==> config.mk <==
export PLATFORM = sky130hd
export DESIGN_NAME = pmr_regmap
export DESIGN_NICKNAME = d
export VERILOG_FILES = /design/src/core/pmr_pkg.sv /design/src/core/pmr_regmap.sv
export VERILOG_INCLUDE_DIRS = /design/src /design/src/core
export SDC_FILE = /design/constraint.sdc
export NUM_CORES = 1
export LEC_CHECK = 0
export ABC_CLOCK_PERIOD_IN_PS = 3900
export BUFFER_PORTS_ARGS = -buffer_cell sky130_fd_sc_hd__buf_2
export CELL_PAD_IN_SITES_DETAIL_PLACEMENT = 1
export CELL_PAD_IN_SITES_GLOBAL_PLACEMENT = 1
export CORE_UTILIZATION = 46
export DETAILED_ROUTE_END_ITERATION = 8
export GPL_TIMING_DRIVEN = 0
export PLACE_DENSITY = 0.86
export REMOVE_ABC_BUFFERS = 1
export SYNTH_ARGS = -nofsm -noshare
export SYNTH_HDL_FRONTEND = slang
export SYNTH_SLANG_ARGS = --single-unit
==> constraint.sdc <==
create_clock -name clk_sys_i -period 3.9 [get_ports clk_sys_i]
set_input_delay 0.78 -clock clk_sys_i [delete_from_list [all_inputs] [get_ports clk_sys_i]]
set_output_delay 0.78 -clock clk_sys_i [all_outputs]
set_load 0.03 [all_outputs]
==> src/core/pmr_defs.svh <==
// Register offsets, codes, field positions, reset values and counts of the supply register map
`ifndef PMR_DEFS_SVH
`define PMR_DEFS_SVH

// ----------------------------------------------------------------------------
// Register offsets
// ----------------------------------------------------------------------------
`define PMR_ADDR_STATUS        16'h10d0
`define PMR_ADDR_OUT_WR        16'h10f0
`define PMR_ADDR_OUT_RD        16'h1100
`define PMR_ADDR_MEAS_CURR     16'h2010
`define PMR_ADDR_MEAS_VOLT     16'h2020
`define PMR_ADDR_MEAS_PWR      16'h2030
`define PMR_ADDR_CURR_WR       16'h3010
`define PMR_ADDR_CURR_RD       16'h3020
`define PMR_ADDR_VOLT_WR       16'h3030
`define PMR_ADDR_VOLT_RD       16'h3040
`define PMR_ADDR_PWR_WR        16'h3050
`define PMR_ADDR_PWR_RD        16'h3060
`define PMR_ADDR_TRIP_WR       16'h4010
`define PMR_ADDR_TRIP_RD       16'h4020

// ----------------------------------------------------------------------------
// Function and exception codes
// ----------------------------------------------------------------------------
`define PMR_FC_READ_HOLD       8'h03
`define PMR_FC_WRITE_SINGLE    8'h06
`define PMR_FC_WRITE_MULTI     8'h10
`define PMR_EXC_NONE           8'h00
`define PMR_EXC_FUNC           8'h01
`define PMR_EXC_ADDR           8'h02
`define PMR_EXC_VALUE          8'h03
`define PMR_EXC_FLAG           8'h80

// ----------------------------------------------------------------------------
// Register counts and values
// ----------------------------------------------------------------------------
`define PMR_CNT_STATUS         16'h0004
`define PMR_CNT_VALUE          16'h0002
`define PMR_CNT_SINGLE         16'h0001
`define PMR_OUT_OFF            16'h0000
`define PMR_OUT_ON             16'h0001
`define PMR_TARGET_RESET       32'h0000_0000

// ----------------------------------------------------------------------------
// Status word fields
// ----------------------------------------------------------------------------
`define PMR_BIT_STANDBY        0
`define PMR_BIT_LIVE           1
`define PMR_BIT_CURR_TRIP      4
`define PMR_STATUS_MASK        64'h0003_00f7_7fdf_fff3
`define PMR_FAULT_MASK         64'h0000_0000_0013_03e0

// ----------------------------------------------------------------------------
// Timing
// ----------------------------------------------------------------------------
`define PMR_TRIP_SAMPLES       3

`endif

==> src/core/pmr_pkg.sv <==
// Types shared by the supply register map
package pmr_pkg;

    typedef struct packed {
        logic [7:0]  func;
        logic [15:0] addr;
        logic [15:0] count;
        logic [31:0] wdata;
    } pmr_req_t;

    typedef struct packed {
        logic [7:0]  func;
        logic        exc;
        logic [7:0]  exc_code;
        logic [15:0] addr;
        logic [15:0] count;
        logic [63:0] rdata;
    } pmr_rsp_t;

    typedef struct packed {
        logic [31:0] current;
        logic [31:0] voltage;
        logic [31:0] sense_voltage;
        logic [31:0] power;
    } pmr_meas_t;

    typedef enum logic [1:0] {
        OUT_STANDBY,
        OUT_LIVE,
        OUT_TRIPPED
    } pmr_out_state_t;

    typedef enum logic [3:0] {
        TGT_STATUS,
        TGT_OUT_WR,
        TGT_OUT_RD,
        TGT_MEAS_CURR,
        TGT_MEAS_VOLT,
        TGT_MEAS_PWR,
        TGT_CURR_WR,
        TGT_CURR_RD,
        TGT_VOLT_WR,
        TGT_VOLT_RD,
        TGT_PWR_WR,
        TGT_PWR_RD,
        TGT_TRIP_WR,
        TGT_TRIP_RD,
        TGT_NONE
    } pmr_tgt_t;

    typedef struct packed {
        pmr_tgt_t    tgt;
        logic [7:0]  exc_code;
    } pmr_dec_t;

endpackage : pmr_pkg

==> src/core/pmr_regmap.sv <==
// Register map of the supply: status word, output switch, measurements, targets, current trip
`include "pmr_defs.svh"
`timescale 1ns/1ns
`default_nettype none

module pmr_regmap #(
    parameter int TRIP_SAMPLES = `PMR_TRIP_SAMPLES,
    parameter int FLAG_W       = 64
) (
    input  wire logic              clk_sys_i,
    input  wire logic              arst_n_i,
    input  wire logic              req_valid_i,
    input  wire pmr_pkg::pmr_req_t req_i,
    output logic                   rsp_valid_o,
    output pmr_pkg::pmr_rsp_t      rsp_o,
    input  wire logic [FLAG_W-1:0] plant_flags_i,
    input  wire logic              sense_engaged_i,
    input  wire logic              meas_valid_i,
    input  wire pmr_pkg::pmr_meas_t meas_i,
    output logic                   power_enable_o
);

    localparam int PIN_W = FLAG_W + 1;
    localparam int CNT_W = $clog2(TRIP_SAMPLES + 1);
    localparam logic [CNT_W-1:0] TRIP_LAST = CNT_W'(TRIP_SAMPLES - 1);

    // ------------------------------------------------------------------------
    // Request decoding
    // ------------------------------------------------------------------------
    function automatic pmr_pkg::pmr_dec_t decode_req(input pmr_pkg::pmr_req_t r);
        pmr_pkg::pmr_dec_t d;
        logic [7:0]        fc_exp;
        logic [15:0]       cnt_exp;
        d.exc_code = `PMR_EXC_NONE;
        fc_exp     = `PMR_FC_READ_HOLD;
        cnt_exp    = `PMR_CNT_VALUE;
        unique case (r.addr)
            `PMR_ADDR_STATUS:    begin d.tgt = pmr_pkg::TGT_STATUS;    cnt_exp = `PMR_CNT_STATUS; end
            `PMR_ADDR_OUT_WR:    begin d.tgt = pmr_pkg::TGT_OUT_WR;    fc_exp = `PMR_FC_WRITE_SINGLE; end
            `PMR_ADDR_OUT_RD:    begin d.tgt = pmr_pkg::TGT_OUT_RD;    cnt_exp = `PMR_CNT_SINGLE; end
            `PMR_ADDR_MEAS_CURR: d.tgt = pmr_pkg::TGT_MEAS_CURR;
            `PMR_ADDR_MEAS_VOLT: d.tgt = pmr_pkg::TGT_MEAS_VOLT;
            `PMR_ADDR_MEAS_PWR:  d.tgt = pmr_pkg::TGT_MEAS_PWR;
            `PMR_ADDR_CURR_WR:   begin d.tgt = pmr_pkg::TGT_CURR_WR;   fc_exp = `PMR_FC_WRITE_MULTI; end
            `PMR_ADDR_CURR_RD:   d.tgt = pmr_pkg::TGT_CURR_RD;
            `PMR_ADDR_VOLT_WR:   begin d.tgt = pmr_pkg::TGT_VOLT_WR;   fc_exp = `PMR_FC_WRITE_MULTI; end
            `PMR_ADDR_VOLT_RD:   d.tgt = pmr_pkg::TGT_VOLT_RD;
            `PMR_ADDR_PWR_WR:    begin d.tgt = pmr_pkg::TGT_PWR_WR;    fc_exp = `PMR_FC_WRITE_MULTI; end
            `PMR_ADDR_PWR_RD:    d.tgt = pmr_pkg::TGT_PWR_RD;
            `PMR_ADDR_TRIP_WR:   begin d.tgt = pmr_pkg::TGT_TRIP_WR;   fc_exp = `PMR_FC_WRITE_MULTI; end
            `PMR_ADDR_TRIP_RD:   d.tgt = pmr_pkg::TGT_TRIP_RD;
            default:             d.tgt = pmr_pkg::TGT_NONE;
        endcase
        if (r.func != `PMR_FC_READ_HOLD && r.func != `PMR_FC_WRITE_SINGLE && r.func != `PMR_FC_WRITE_MULTI) begin
            d.exc_code = `PMR_EXC_FUNC;
        end else if (d.tgt == pmr_pkg::TGT_NONE || r.func != fc_exp) begin
            d.exc_code = `PMR_EXC_ADDR;
        end else if (r.func == `PMR_FC_WRITE_SINGLE) begin
            if (r.wdata[15:0] != `PMR_OUT_OFF && r.wdata[15:0] != `PMR_OUT_ON) begin
                d.exc_code = `PMR_EXC_VALUE;
            end
        end else if (r.count != cnt_exp) begin
            d.exc_code = `PMR_EXC_VALUE;
        end
        return d;
    endfunction

    // Ordered float compare, a above b
    function automatic logic fp_above(input logic [31:0] a, input logic [31:0] b);
        if (a[31] != b[31]) begin
            return !a[31] && ((a[30:0] | b[30:0]) != 31'h0000_0000);
        end
        return a[31] ? (a[30:0] < b[30:0]) : (a[30:0] > b[30:0]);
    endfunction

    // ------------------------------------------------------------------------
    // Pin synchronisers
    // ------------------------------------------------------------------------
    logic [PIN_W-1:0] pin_s1_reg;
    logic [PIN_W-1:0] pin_s2_reg;
    logic [PIN_W-1:0] pin_s3_reg;
    logic [PIN_W-1:0] pin_filt_reg;
    logic [PIN_W-1:0] pin_filt_next;

    genvar gi;
    generate
        for (gi = 0; gi < PIN_W; gi++) begin : g_pin
            always_comb begin
                pin_filt_next[gi] = (pin_s2_reg[gi] == pin_s3_reg[gi]) ? pin_s2_reg[gi] : pin_filt_reg[gi];
            end
        end
    endgenerate

    always_ff @(posedge clk_sys_i or negedge arst_n_i) begin
        if (!arst_n_i) begin
            pin_s1_reg   <= '0;
            pin_s2_reg   <= '0;
            pin_s3_reg   <= '0;
            pin_filt_reg <= '0;
        end else begin
            pin_s1_reg   <= {sense_engaged_i, plant_flags_i};
            pin_s2_reg   <= pin_s1_reg;
            pin_s3_reg   <= pin_s2_reg;
            pin_filt_reg <= pin_filt_next;
        end
    end

    // ------------------------------------------------------------------------
    // Output state and current trip
    // ------------------------------------------------------------------------
    pmr_pkg::pmr_out_state_t state_reg;
    pmr_pkg::pmr_out_state_t state_next;
    logic [CNT_W-1:0]        trip_cnt_reg;
    logic [CNT_W-1:0]        trip_cnt_next;
    logic [31:0]             curr_tgt_reg;
    logic [31:0]             curr_tgt_next;
    logic [31:0]             volt_tgt_reg;
    logic [31:0]             volt_tgt_next;
    logic [31:0]             pwr_tgt_reg;
    logic [31:0]             pwr_tgt_next;
    logic [31:0]             trip_lim_reg;
    logic [31:0]             trip_lim_next;
    pmr_pkg::pmr_dec_t       dec;
    logic                    req_ok;
    logic                    over_sample;
    logic                    trip_hit;
    logic                    plant_fault;
    logic                    active;
    logic [63:0]             status_word;

    always_comb begin
        dec         = decode_req(req_i);
        req_ok      = req_valid_i && (dec.exc_code == `PMR_EXC_NONE);
        over_sample = meas_valid_i && fp_above(meas_i.current, trip_lim_reg);
        trip_hit    = (state_reg == pmr_pkg::OUT_LIVE) && over_sample && (trip_cnt_reg == TRIP_LAST);
        plant_fault = (pin_filt_reg[63:0] & `PMR_FAULT_MASK) != 64'h0;
        active      = (state_reg == pmr_pkg::OUT_LIVE) && !plant_fault;
    end

    always_comb begin
        state_next    = state_reg;
        trip_cnt_next = trip_cnt_reg;
        curr_tgt_next = curr_tgt_reg;
        volt_tgt_next = volt_tgt_reg;
        pwr_tgt_next  = pwr_tgt_reg;
        trip_lim_next = trip_lim_reg;
        if (meas_valid_i) begin
            trip_cnt_next = over_sample ? ((trip_cnt_reg == TRIP_LAST) ? trip_cnt_reg
                                                                        : trip_cnt_reg + 1'b1) : '0;
        end
        if (req_ok) begin
            unique case (dec.tgt)
                pmr_pkg::TGT_OUT_WR: begin
                    state_next    = req_i.wdata[0] ? pmr_pkg::OUT_LIVE : pmr_pkg::OUT_STANDBY;
                    trip_cnt_next = '0;
                end
                pmr_pkg::TGT_CURR_WR: curr_tgt_next = req_i.wdata;
                pmr_pkg::TGT_VOLT_WR: volt_tgt_next = req_i.wdata;
                pmr_pkg::TGT_PWR_WR:  pwr_tgt_next  = req_i.wdata;
                pmr_pkg::TGT_TRIP_WR: trip_lim_next = req_i.wdata;
                default: ;
            endcase
        end
        // Trip wins over a write in the same cycle
        if (trip_hit) begin
            state_next = pmr_pkg::OUT_TRIPPED;
        end
    end

    always_ff @(posedge clk_sys_i or negedge arst_n_i) begin
        if (!arst_n_i) begin
            state_reg    <= pmr_pkg::OUT_STANDBY;
            trip_cnt_reg <= '0;
            curr_tgt_reg <= `PMR_TARGET_RESET;
            volt_tgt_reg <= `PMR_TARGET_RESET;
            pwr_tgt_reg  <= `PMR_TARGET_RESET;
            trip_lim_reg <= `PMR_TARGET_RESET;
        end else begin
            state_reg    <= state_next;
            trip_cnt_reg <= trip_cnt_next;
            curr_tgt_reg <= curr_tgt_next;
            volt_tgt_reg <= volt_tgt_next;
            pwr_tgt_reg  <= pwr_tgt_next;
            trip_lim_reg <= trip_lim_next;
        end
    end

    // ------------------------------------------------------------------------
    // Status word and response
    // ------------------------------------------------------------------------
    pmr_pkg::pmr_rsp_t rsp_reg;
    pmr_pkg::pmr_rsp_t rsp_next;
    logic              rsp_valid_reg;
    logic              rsp_valid_next;
    logic              pwr_en_reg;
    logic              pwr_en_next;

    always_comb begin
        // Filtered plant bits in PMR_STATUS_MASK pass, bits 0, 1 and 4 excepted; trips, protections, temperatures, boot and faults
        status_word = pin_filt_reg[63:0] & `PMR_STATUS_MASK;
        status_word[`PMR_BIT_STANDBY]   = !active;
        status_word[`PMR_BIT_LIVE]      = active;
        status_word[`PMR_BIT_CURR_TRIP] = (state_reg == pmr_pkg::OUT_TRIPPED);
    end

    always_comb begin
        rsp_next          = '0;
        rsp_next.func     = req_i.func;
        rsp_next.addr     = req_i.addr;
        rsp_next.count    = req_i.count;
        rsp_next.exc_code = dec.exc_code;
        rsp_next.exc      = (dec.exc_code != `PMR_EXC_NONE);
        if (rsp_next.exc) begin
            rsp_next.func = req_i.func | `PMR_EXC_FLAG;
        end else begin
            unique case (dec.tgt)
                pmr_pkg::TGT_STATUS:    rsp_next.rdata = status_word;
                pmr_pkg::TGT_OUT_WR:    rsp_next.rdata = {48'h0, req_i.wdata[15:0]};
                pmr_pkg::TGT_OUT_RD:    rsp_next.rdata = {63'h0, active};
                pmr_pkg::TGT_MEAS_CURR: rsp_next.rdata = {32'h0, meas_i.current};
                pmr_pkg::TGT_MEAS_VOLT: rsp_next.rdata = {32'h0, pin_filt_reg[FLAG_W] ? meas_i.sense_voltage
                                                                                    : meas_i.voltage};
                pmr_pkg::TGT_MEAS_PWR:  rsp_next.rdata = {32'h0, meas_i.power};
                pmr_pkg::TGT_CURR_RD:   rsp_next.rdata = {32'h0, curr_tgt_reg};
                pmr_pkg::TGT_VOLT_RD:   rsp_next.rdata = {32'h0, volt_tgt_reg};
                pmr_pkg::TGT_PWR_RD:    rsp_next.rdata = {32'h0, pwr_tgt_reg};
                pmr_pkg::TGT_TRIP_RD:   rsp_next.rdata = {32'h0, trip_lim_reg};
                default:                rsp_next.rdata = 64'h0;
            endcase
        end
        if (!req_valid_i) begin
            rsp_next = rsp_reg;
        end
        rsp_valid_next = req_valid_i;
        pwr_en_next    = (state_next == pmr_pkg::OUT_LIVE) && !plant_fault;
    end

    always_ff @(posedge clk_sys_i or negedge arst_n_i) begin
        if (!arst_n_i) begin
            rsp_reg       <= '0;
            rsp_valid_reg <= 1'b0;
            pwr_en_reg    <= 1'b0;
        end else begin
            rsp_reg       <= rsp_next;
            rsp_valid_reg <= rsp_valid_next;
            pwr_en_reg    <= pwr_en_next;
        end
    end

    assign rsp_o          = rsp_reg;
    assign rsp_valid_o    = rsp_valid_reg;
    assign power_enable_o = pwr_en_reg;
endmodule // pmr_regmap

`default_nettype wire

Yosys cells after proc, flatten, opt, wreduce, memory -nomap -nowiden
Cells that the tools add are included.
Widths: inputs -> output; s select.
{"block": "word_totals", "regBits": 477, "latchBits": 0, "ram_bits": 0, "rom_bits": 0, "inputBits": 269, "out_inout_bits": 115, "mem_count": 0}
{"block": "op_classes", "n_addsub": 1, "multipliers": 0, "n_div": 0, "order_cmp": 2, "eq_ne": 75, "shift": 0, "mux": 25, "bitwise_logic": 1, "reduce_logical": 25}
{"operator": "$pmux 50 s10", "n": 1}
{"operator": "$eq 16x14->1 const B", "n": 9}
{"operator": "$reduce_bool 64->1", "n": 1}
{"operator": "$pmux 4 s14", "n": 1}
{"operator": "$mux 50", "n": 1}
{"operator": "$eq 16x13->1 const B", "n": 3}
{"operator": "$eq 1x1->1", "n": 35}
{"operator": "$eq 16x15->1 const B", "n": 2}
{"operator": "$mux 32", "n": 1}
{"operator": "$mux 8", "n": 4}
{"operator": "$gt 31x31->1", "n": 1}
{"operator": "$lt 31x31->1", "n": 1}
{"operator": "$or 31x31->31", "n": 1}
{"operator": "$reduce_bool 31->1", "n": 1}
{"operator": "$eq 4x4->1 const B", "n": 7}
{"operator": "$mux 2", "n": 10}
{"operator": "$eq 4x3->1 const B", "n": 4}
{"operator": "$ne 16x1->1 const B", "n": 1}
{"operator": "$ne 16x16->1", "n": 1}
{"operator": "$reduce_bool 16->1", "n": 1}
{"operator": "$logic_and 1x1->1", "n": 10}
{"operator": "$pmux 5 s2", "n": 1}
{"operator": "$eq 4x2->1 const B", "n": 2}
{"operator": "$eq 8x3->1 const B", "n": 1}
{"operator": "other kinds (18)", "n": 29}

Logic depth before layout (Yosys ltp)
Gate-level depths: netlist of run 1.
{"block": "logic_depth", "ltp_word": 13, "depth_mapped": 11, "depth_no_buf": 10}

Worst setup path before layout of run 1
No wires, ideal clock.
{"block": "synth_path", "kind": "input -> register", "start": "in req_i[50] (netlist bit)", "end": "reg trip_lim_reg[10]", "setup_time_ps": 125, "arrival_time_ps": 3584, "required_time_ps": 3775, "setup_slack_ps": 191, "cell_stages": 10, "n_path_buf": 2, "cell_sequence": "or4_4 nor3_1 o2111ai_1 mux2_2 o2111a_2 nand2_2 or4_1 buf_2 buf_6 mux2_4"}
{"block": "synth_between", "elab_chain_cells": 10, "elab_cells_between_ends": 30}
{"element": "start: declaration", "line": "pmr_regmap.sv:13", "rtl": "input wire pmr_pkg::pmr_req_t req_i,"}
{"element": "$eq 16x13->1, or another cell as far along", "line": "pmr_regmap.sv:37", "rtl": "unique case (r.addr)"}
{"element": "$pmux 3 s2 / $reduce_or 4->1 (equally long branches)"}
{"element": "$ne 16x16->1 / $pmux 5 s2 (equally long branches)", "line": "pmr_regmap.sv:62, pmr_regmap.sv:37"}
{"element": "$mux 2 / $ne 8x8->1 (equally long branches)", "line": "pmr_regmap.sv:62, pmr_regmap.sv:56"}
{"element": "$mux 8 / $logic_or 1x1->1 (equally long branches)", "line": "pmr_regmap.sv:58, pmr_regmap.sv:56"}
{"element": "$mux 8", "line": "pmr_regmap.sv:56", "rtl": "end else if (d.tgt == pmr_pkg::TGT_NONE || r.func != fc_exp) begin"}
{"element": "$mux 8", "line": "pmr_regmap.sv:54", "rtl": "if (r.func != `PMR_FC_READ_HOLD && r.func != `PMR_FC_WRITE_SINGLE && r.func != `PMR_FC_WRITE_MULTI) begin"}
{"element": "$logic_not 8->1 (no line)"}
{"element": "$logic_and 1x1->1", "line": "pmr_regmap.sv:133", "rtl": "req_ok = req_valid_i && (dec.exc_code == `PMR_EXC_NONE);"}
{"element": "$reduce_and 2->1 (no line) *"}
{"element": "end signal: assignment", "line": "pmr_regmap.sv:177", "rtl": "trip_lim_reg <= `PMR_TARGET_RESET;"}
{"element": "end signal: assignment", "line": "pmr_regmap.sv:184", "rtl": "trip_lim_reg <= trip_lim_next;"}
{"element": "end: declaration", "line": "pmr_regmap.sv:121", "rtl": "logic [31:0] trip_lim_reg;"}
Every way passes the cells marked *; elsewhere a longest branch is shown, timed or not.
A chain may end at the register's enable or synchronous reset.

Final worst setup path of run 1
{"block": "layout_path", "start": "in req_i[50] (netlist bit)", "end": "reg trip_lim_reg[27]"}
The elaborated chain is that of the path after synthesis.

==> impl_results.md, run 1 <==
- Setup TNS: 0 ps
- CP Capture Type: register
- Post-layout min period: 3840 ps
- Cell Area, Synth: 16600 µm²
- Antenna violations before repair: 11
- R2R cell count: 10
- Syn Inst Count: 1381
- Final Hold Viols: 0
- CP bufs+invs: 3
- Die height: 192 µm
- Critical path class: primary input to register
- Most Crowded Layer GR: met2
- Cell taking the most area after synthesis: dfrtp_1
- Worst Skew: 15.7 ps
- Peak supply drop: 0.393 mV
- Worst path arrival time: 4280 ps
- Port bufs: 324
- Largest net degree at the start of global routing: 124
- WL final: 52.1 mm
- Reg2Reg Setup Slack: 630 ps
- Fin area: 20600 µm²
- Starting density of the core: 46.7%
- Leak pwr: 9.95 nW
- Residual DRC: 0
- Clock-pin slew on the worst setup and hold paths: 60 ps
- Most frequent CP cell: or4_4
- Top cell type's share of synthesized area: 53.9%
- Met2 usage: 49.1%
- Post-synthesis sequential area ratio: 53.9%
- Crit Path Max Fanout: 17
- R2r startpoint: trip_lim_reg[27]$_DFFE_PN0P_
- Final non-filler cell total: 2214
- GP Congestion: 0.876
- EDFF count, synth: 0
- Via density: 5.74
- CTS tree: yes
- Num CTS Buffers: 40
- Remaining antenna violation count: 0
- Max reg flops: 84
- I/O pins: 384
- Post-synthesis async set-or-reset flop share: 100%
- # setup viols final: 0
- Required time worst endpoint: 4340 ps
- GRT overflow: 0
- Crit share post-route: 98.6%
- Grt met1 use: 34.6%
- Top cells by area, synth: dfrtp_1 (54%), mux2_2 (12%), ha_1 (4.8%)
- Number of max-cap violations: 0
- Slew Limit Fails: 0
- Worst path slowest cell: or4_1
- Core area: 35600 µm²
- Synth cell count leaders: dfrtp_1 (358), mux2_2 (170), nand2_1 (98)
- Syn avg cell area: 12.0 µm²
- Synthesis Warnings: 0
- Status: finished, final reports clean
- H-tree Lvls: 2
- GRT met3 Usage: 6.69%
- Nets: 2046
- Layout cells sized above 1: 37.5%
- Critical Path Stages: 11
- Leading cell type by number of instances after synthesis: dfrtp_1
- Post-synthesis register bit count: 358
- Tightest Pin Transition: 1010 ps
- Drt first-iter violations: 705
- CP Launch Type: primary input
- Max frequency: 260 MHz
- Drt pass-1 iters: 7
- Worst Hold Class: primary input to asynchronous set/reset pin
- Area after DPL: 18900 µm²
- Cells after DPL: 2125
- Die area: 36900 µm²
- Rel. slew slack: 32.5%
- Delay-heaviest family, CP: simple AND/OR/NAND/NOR gates
- Distinct cells, synth: 71
- Area growth from synthesis to layout: 24.0%
- First-pass GRT wire length: 79.8 mm
- PwrDens: 434 nW/µm²
- Gr usage total: 28.6%
- Reg-to-Reg End: power_enable_o$_DFF_PN0_
- Synth Flop Type: dfrtp_1
- Vias in the first global route: 14006
- Crit path cell chain: buf_2 > or4_4 > or4_1 > nor2_4 > buf_16 > a32oi_1 > o21ai_4 > nand2_2 > or4_4 > buf_12 > mux2_4
- Cell row count: 69
- Fillers: 3723
- Hold_buf cts: 0
- Max stage delay on crit path: 720 ps
- Worst-Skew Late Latency: 570 ps
- Vias: 12706
- Hpwl dp: 37.4 mm
- Longest Clk Path Bufs: 3
- Clock Sink Count: 358
- WL/cell: 23.6 µm
- Die Wd: 192 µm
- Clock root cell: clkbuf_16
metrics by stage:
step	hold slack (ps)	util, %	power [mW]	setup WS, ps
after floorplan	331	-	4.30	-1760
after global placement	332	51.8	4.67	-6920
after detailed placement	336	53.3	4.72	-1380
after CTS	170	57.7	9.03	54.1
after global routing	185	57.9	9.25	-27.6
final	163	57.9	8.95	55.9
how the worst max path moves through the flow:
| stage | to | startpoint |
|---|---|---|
| 2_1_floorplan | rsp_o[31]$_DFFE_PN0P_ | req_i[50] |
| 3_3_place_gp | rsp_o[31]$_DFFE_PN0P_ | req_i[50] |
| 3_5_place_dp | trip_lim_reg[27]$_DFFE_PN0P_ | req_i[50] |
| 4_1_cts | volt_tgt_reg[19]$_DFFE_PN0P_ | req_i[54] |
| 5_1_grt | trip_lim_reg[21]$_DFFE_PN0P_ | req_i[60] |
| 6_report | trip_lim_reg[27]$_DFFE_PN0P_ | req_i[50] |
where the power goes:
| group | internal [mW] | leakage [nW] | switching, mW | total, mW |
|---|---|---|---|---|
| Sequential | 3.85 | 4.57 | 0.0832 | 3.93 |
| Combinational | 0.273 | 4.64 | 0.451 | 0.724 |
| Clock | 2.71 | 0.747 | 1.59 | 4.29 |
logic make-up (layout without fill, tap and decap cells):
| family | count (synthesis) | in the layout | share of synthesized area, % |
|---|---|---|---|
| AOI/OAI and AO/OA | 220 | 220 | 9.27 |
| muxes | 235 | 235 | 16.3 |
| and+or+nand+nor | 291 | 291 | 8.60 |
| xor gates and xnor gates | 2 | 2 | 0.105 |
| buffers and inverters | 175 | 511 | 4.83 |
| adders and majority gates | 99 | 99 | 6.93 |
| DFF | 358 | 358 | 53.9 |
| other | 1 | 37 | 0.0226 |
cell usage in the layout, fill, tap and decap left out, types with 6 or more instances in the layout:
cell type / netlist / layout
dfrtp_1: 358 / 357
buf_2: 12 / 323
mux2_2: 170 / 170
nand2_1: 98 / 97
a21oi_1: 81 / 80
inv_1: 78 / 78
ha_1: 64 / 64
nor2_1: 57 / 53
a22oi_1: 45 / 45
clkbuf_16: 0 / 40
mux2i_1: 35 / 35
maj3_1: 35 / 35
nand3_1: 36 / 34
mux2_4: 30 / 30
a222oi_1: 30 / 30
conb_1: 1 / 29
nor4_1: 16 / 15
buf_4: 29 / 15
nor3_1: 17 / 14
o21ai_0: 12 / 12
a22o_1: 12 / 12
nand4_1: 11 / 11
clkbuf_8: 0 / 11
nor2b_1: 10 / 10
bufinv_16: 0 / 9
diode_2: 0 / 8
buf_16: 0 / 8
nand2b_1: 7 / 7
buf_8: 0 / 7
a31oi_1: 6 / 6
routing by layer:
layer	vias to the layer above	wire length, µm	part of all wire (%)
li1	5602	-	-
met2	479	26200	50
met5	-	73	0.14
met1	6476	20500	39
met4	10	1720	3.3
met3	139	3660	7.0
final cells by class:
class / count / area (µm²) / share of cell area [%]
Tap cell: 461 / 577 / 2.80
Inverter: 79 / 299 / 1.45
Multi-Input combinational cell: 876 / 7070 / 34.3
Sequential cell: 358 / 8960 / 43.5
Timing Repair Buffer: 358 / 2150 / 10.4
Clock buffer: 54 / 1160 / 5.65
Antenna cell: 8 / 20.0 / 0.0972
Clock inverter: 20 / 368 / 1.79
repair_timing:
item                                   CTS  global route
endpoints found under the hold margin    0             0
pin swaps                                3             1
setup endpoints to repair              160            78
resized for setup                        2             5
buffers inserted                         4             3
(Power assumes the default switching activity.)
==> run 2: changes to the inputs <==
Settings changed: GPL_TIMING_DRIVEN 0 to unset, PLACE_DENSITY 0.86 to unset, PLACE_DENSITY_LB_ADDON set to 0.1.
==> run 2 against run 1 <==
  * First-iteration DRC count fell by 6.4%
  * Non-clock buffer count grew 21
  * Utilization is 0.65 points lower
  * Register-to-register slack improved by 260 ps
  * Maximum frequency rose by 11%
  * Power down 6.6%
  * Critical path type unchanged
  * Critical path depth fell by 1
  * Cell count up 0.59%
  * Sequential power about the same
  * Flip-flop and latch count unchanged
  * Wire length is 4.6% lower
==> impl_results.md, run 2 (synthesized netlist as in run 1, its figures left out) <==
- Worst Hold Class: primary input to asynchronous set/reset pin
- Clock Sink Count: 358
- Port bufs: 324
- Drt first-iter violations: 660
- Fillers: 3801
- Longest Clk Path Bufs: 3
- Worst Skew: 16.0 ps
- Most frequent cells in the layout: dfrtp_1 (357), buf_2 (323), mux2_2 (170), nand2_1 (98), a21oi_1 (80)
- Cell row count: 69
- Reg2Reg Setup Slack: 890 ps
- R2R cell count: 12
- Vias: 12460
- Die Wd: 192 µm
- I/O pins: 384
- Hold_buf cts: 0
- Via density: 5.59
- Hold Slack: 210 ps
- Largest net degree at the start of global routing: 90
- WL final: 49.8 mm
- CTS tree: yes
- Starting density of the core: 46.7%
- Crit path cell chain: buf_2 > or4_4 > or4_1 > nor2_4 > a32oi_1 > o21ai_2 > nand2_2 > or4_2 > buf_12 > mux2_4
- Max reg flops: 84
- Max stage delay on crit path: 680 ps
- Post-layout min period: 3460 ps
- Post-layout util: 57.3%
- Post-CTS Setup Inserts: 0
- Core area: 35600 µm²
- Gr usage total: 27.5%
- # resized after CTS: 0
- First-pass GRT wire length: 76.3 mm
- Required time worst endpoint: 4330 ps
- Critical path class: primary input to register
- Clock-pin slew on the worst setup and hold paths: 60 ps
- Vias in the first global route: 13544
- Tightest Pin Transition: 786 ps
- Worst path arrival time: 3890 ps
- # setup viols final: 0
- Status: finished, final reports clean
- RSZ-0062 raised after global routing: no
- CP Capture Type: register
- Most common cell after layout, fill and taps aside: dfrtp_1
- Cells after DPL: 2153
- Leak pwr: 9.92 nW
- Hpwl dp: 34.8 mm
- Worst-Skew Late Latency: 560 ps
- WL/cell: 22.3 µm
- Clock root cell: clkbuf_16
- CP Launch Type: primary input
- Residual DRC: 0
- Area growth from synthesis to layout: 22.6%
- Drt pass-1 iters: 6
- GRT overflow: 0
- Final non-filler cell total: 2227
- Max frequency: 289 MHz
- Antenna violations before repair: 6
- Die area: 36900 µm²
- Rel. slew slack: 47.5%
- Peak supply drop: 0.406 mV
- R2r startpoint: trip_lim_reg[27]$_DFFE_PN0P_
- Nets: 2067
- H-tree Lvls: 2
- GP Congestion: 0.839
- Slew Limit Fails: 0
- Number of max-cap violations: 0
- Die height: 192 µm
- Crit share post-route: 88.8%
- Crit Path Max Fanout: 32
- Remaining antenna violation count: 0
- Reg-to-Reg End: power_enable_o$_DFF_PN0_
- Num CTS Buffers: 40
- Worst path slowest cell: or4_1
- Layout cells sized above 1: 37.5%
- PwrDens: 410 nW/µm²
- Final Hold Viols: 0
[run 2: layer usage]
metal	vias to the layer above	share of wire, %	global-route usage, %
met5	-	0.10	0
met4	8	3.0	10.6
met3	91	6.4	5.77
met2	399	49	46.4
met1	6355	41	34.6
li1	5607	-	-
[run 2: per-stage QoR]
stage	power [mW]	cell area [µm²]	setup slack [ps]	setup TNS (ps)
2_1_floorplan	4.30	16200	-1760	-199920
3_3_place_gp	4.70	19100	-39.9	-1110
3_5_place_dp	4.73	19100	-75.6	-2090
4_1_cts	8.48	20400	449	0
5_1_grt	8.68	20400	360	0
6_report	8.36	20400	436	0
[run 2: final cells by class]
cell class / count / area (µm²) / share of cell area [%]
inverters: 79 / 297 / 1.46
clock buffers: 61 / 1190 / 5.85
multi-input cells: 876 / 7030 / 34.5
clock inverters: 11 / 97.6 / 0.479
flip-flops and latches: 358 / 8960 / 44.0
well taps: 461 / 577 / 2.83
repair buffers: 379 / 2220 / 10.9
diodes: 2 / 5.00 / 0.0246
[run 2: worst max path at each step]
stage                   start                           end  slack [ps]
finish              req_i[50]  trip_lim_reg[19]$_DFFE_PN0P_         440
detailed placement  req_i[50]  trip_lim_reg[19]$_DFFE_PN0P_         -80
global placement    req_i[50]  trip_lim_reg[18]$_DFFE_PN0P_         -40
global route        req_i[50]  trip_lim_reg[18]$_DFFE_PN0P_         360
floorplan           req_i[50]         rsp_o[31]$_DFFE_PN0P_       -1760
CTS                 req_i[50]  trip_lim_reg[18]$_DFFE_PN0P_         450
[run 2: report_power, final]
part	leakage [nW]	switching, mW	internal (mW)
logic	4.71	0.454	0.276
clock network	0.640	1.53	2.18
registers	4.57	0.0742	3.85
total	9.92	2.05	6.31
[run 2: critical path, delay by kind of cell]
| family | cells | cell delay [ps] |
|---|---|---|
| buffers and inverters | 2 | 340 |
| muxes | 1 | 330 |
| AOI/OAI and AO/OA | 2 | 330 |
| and+or+nand+nor | 5 | 2080 |
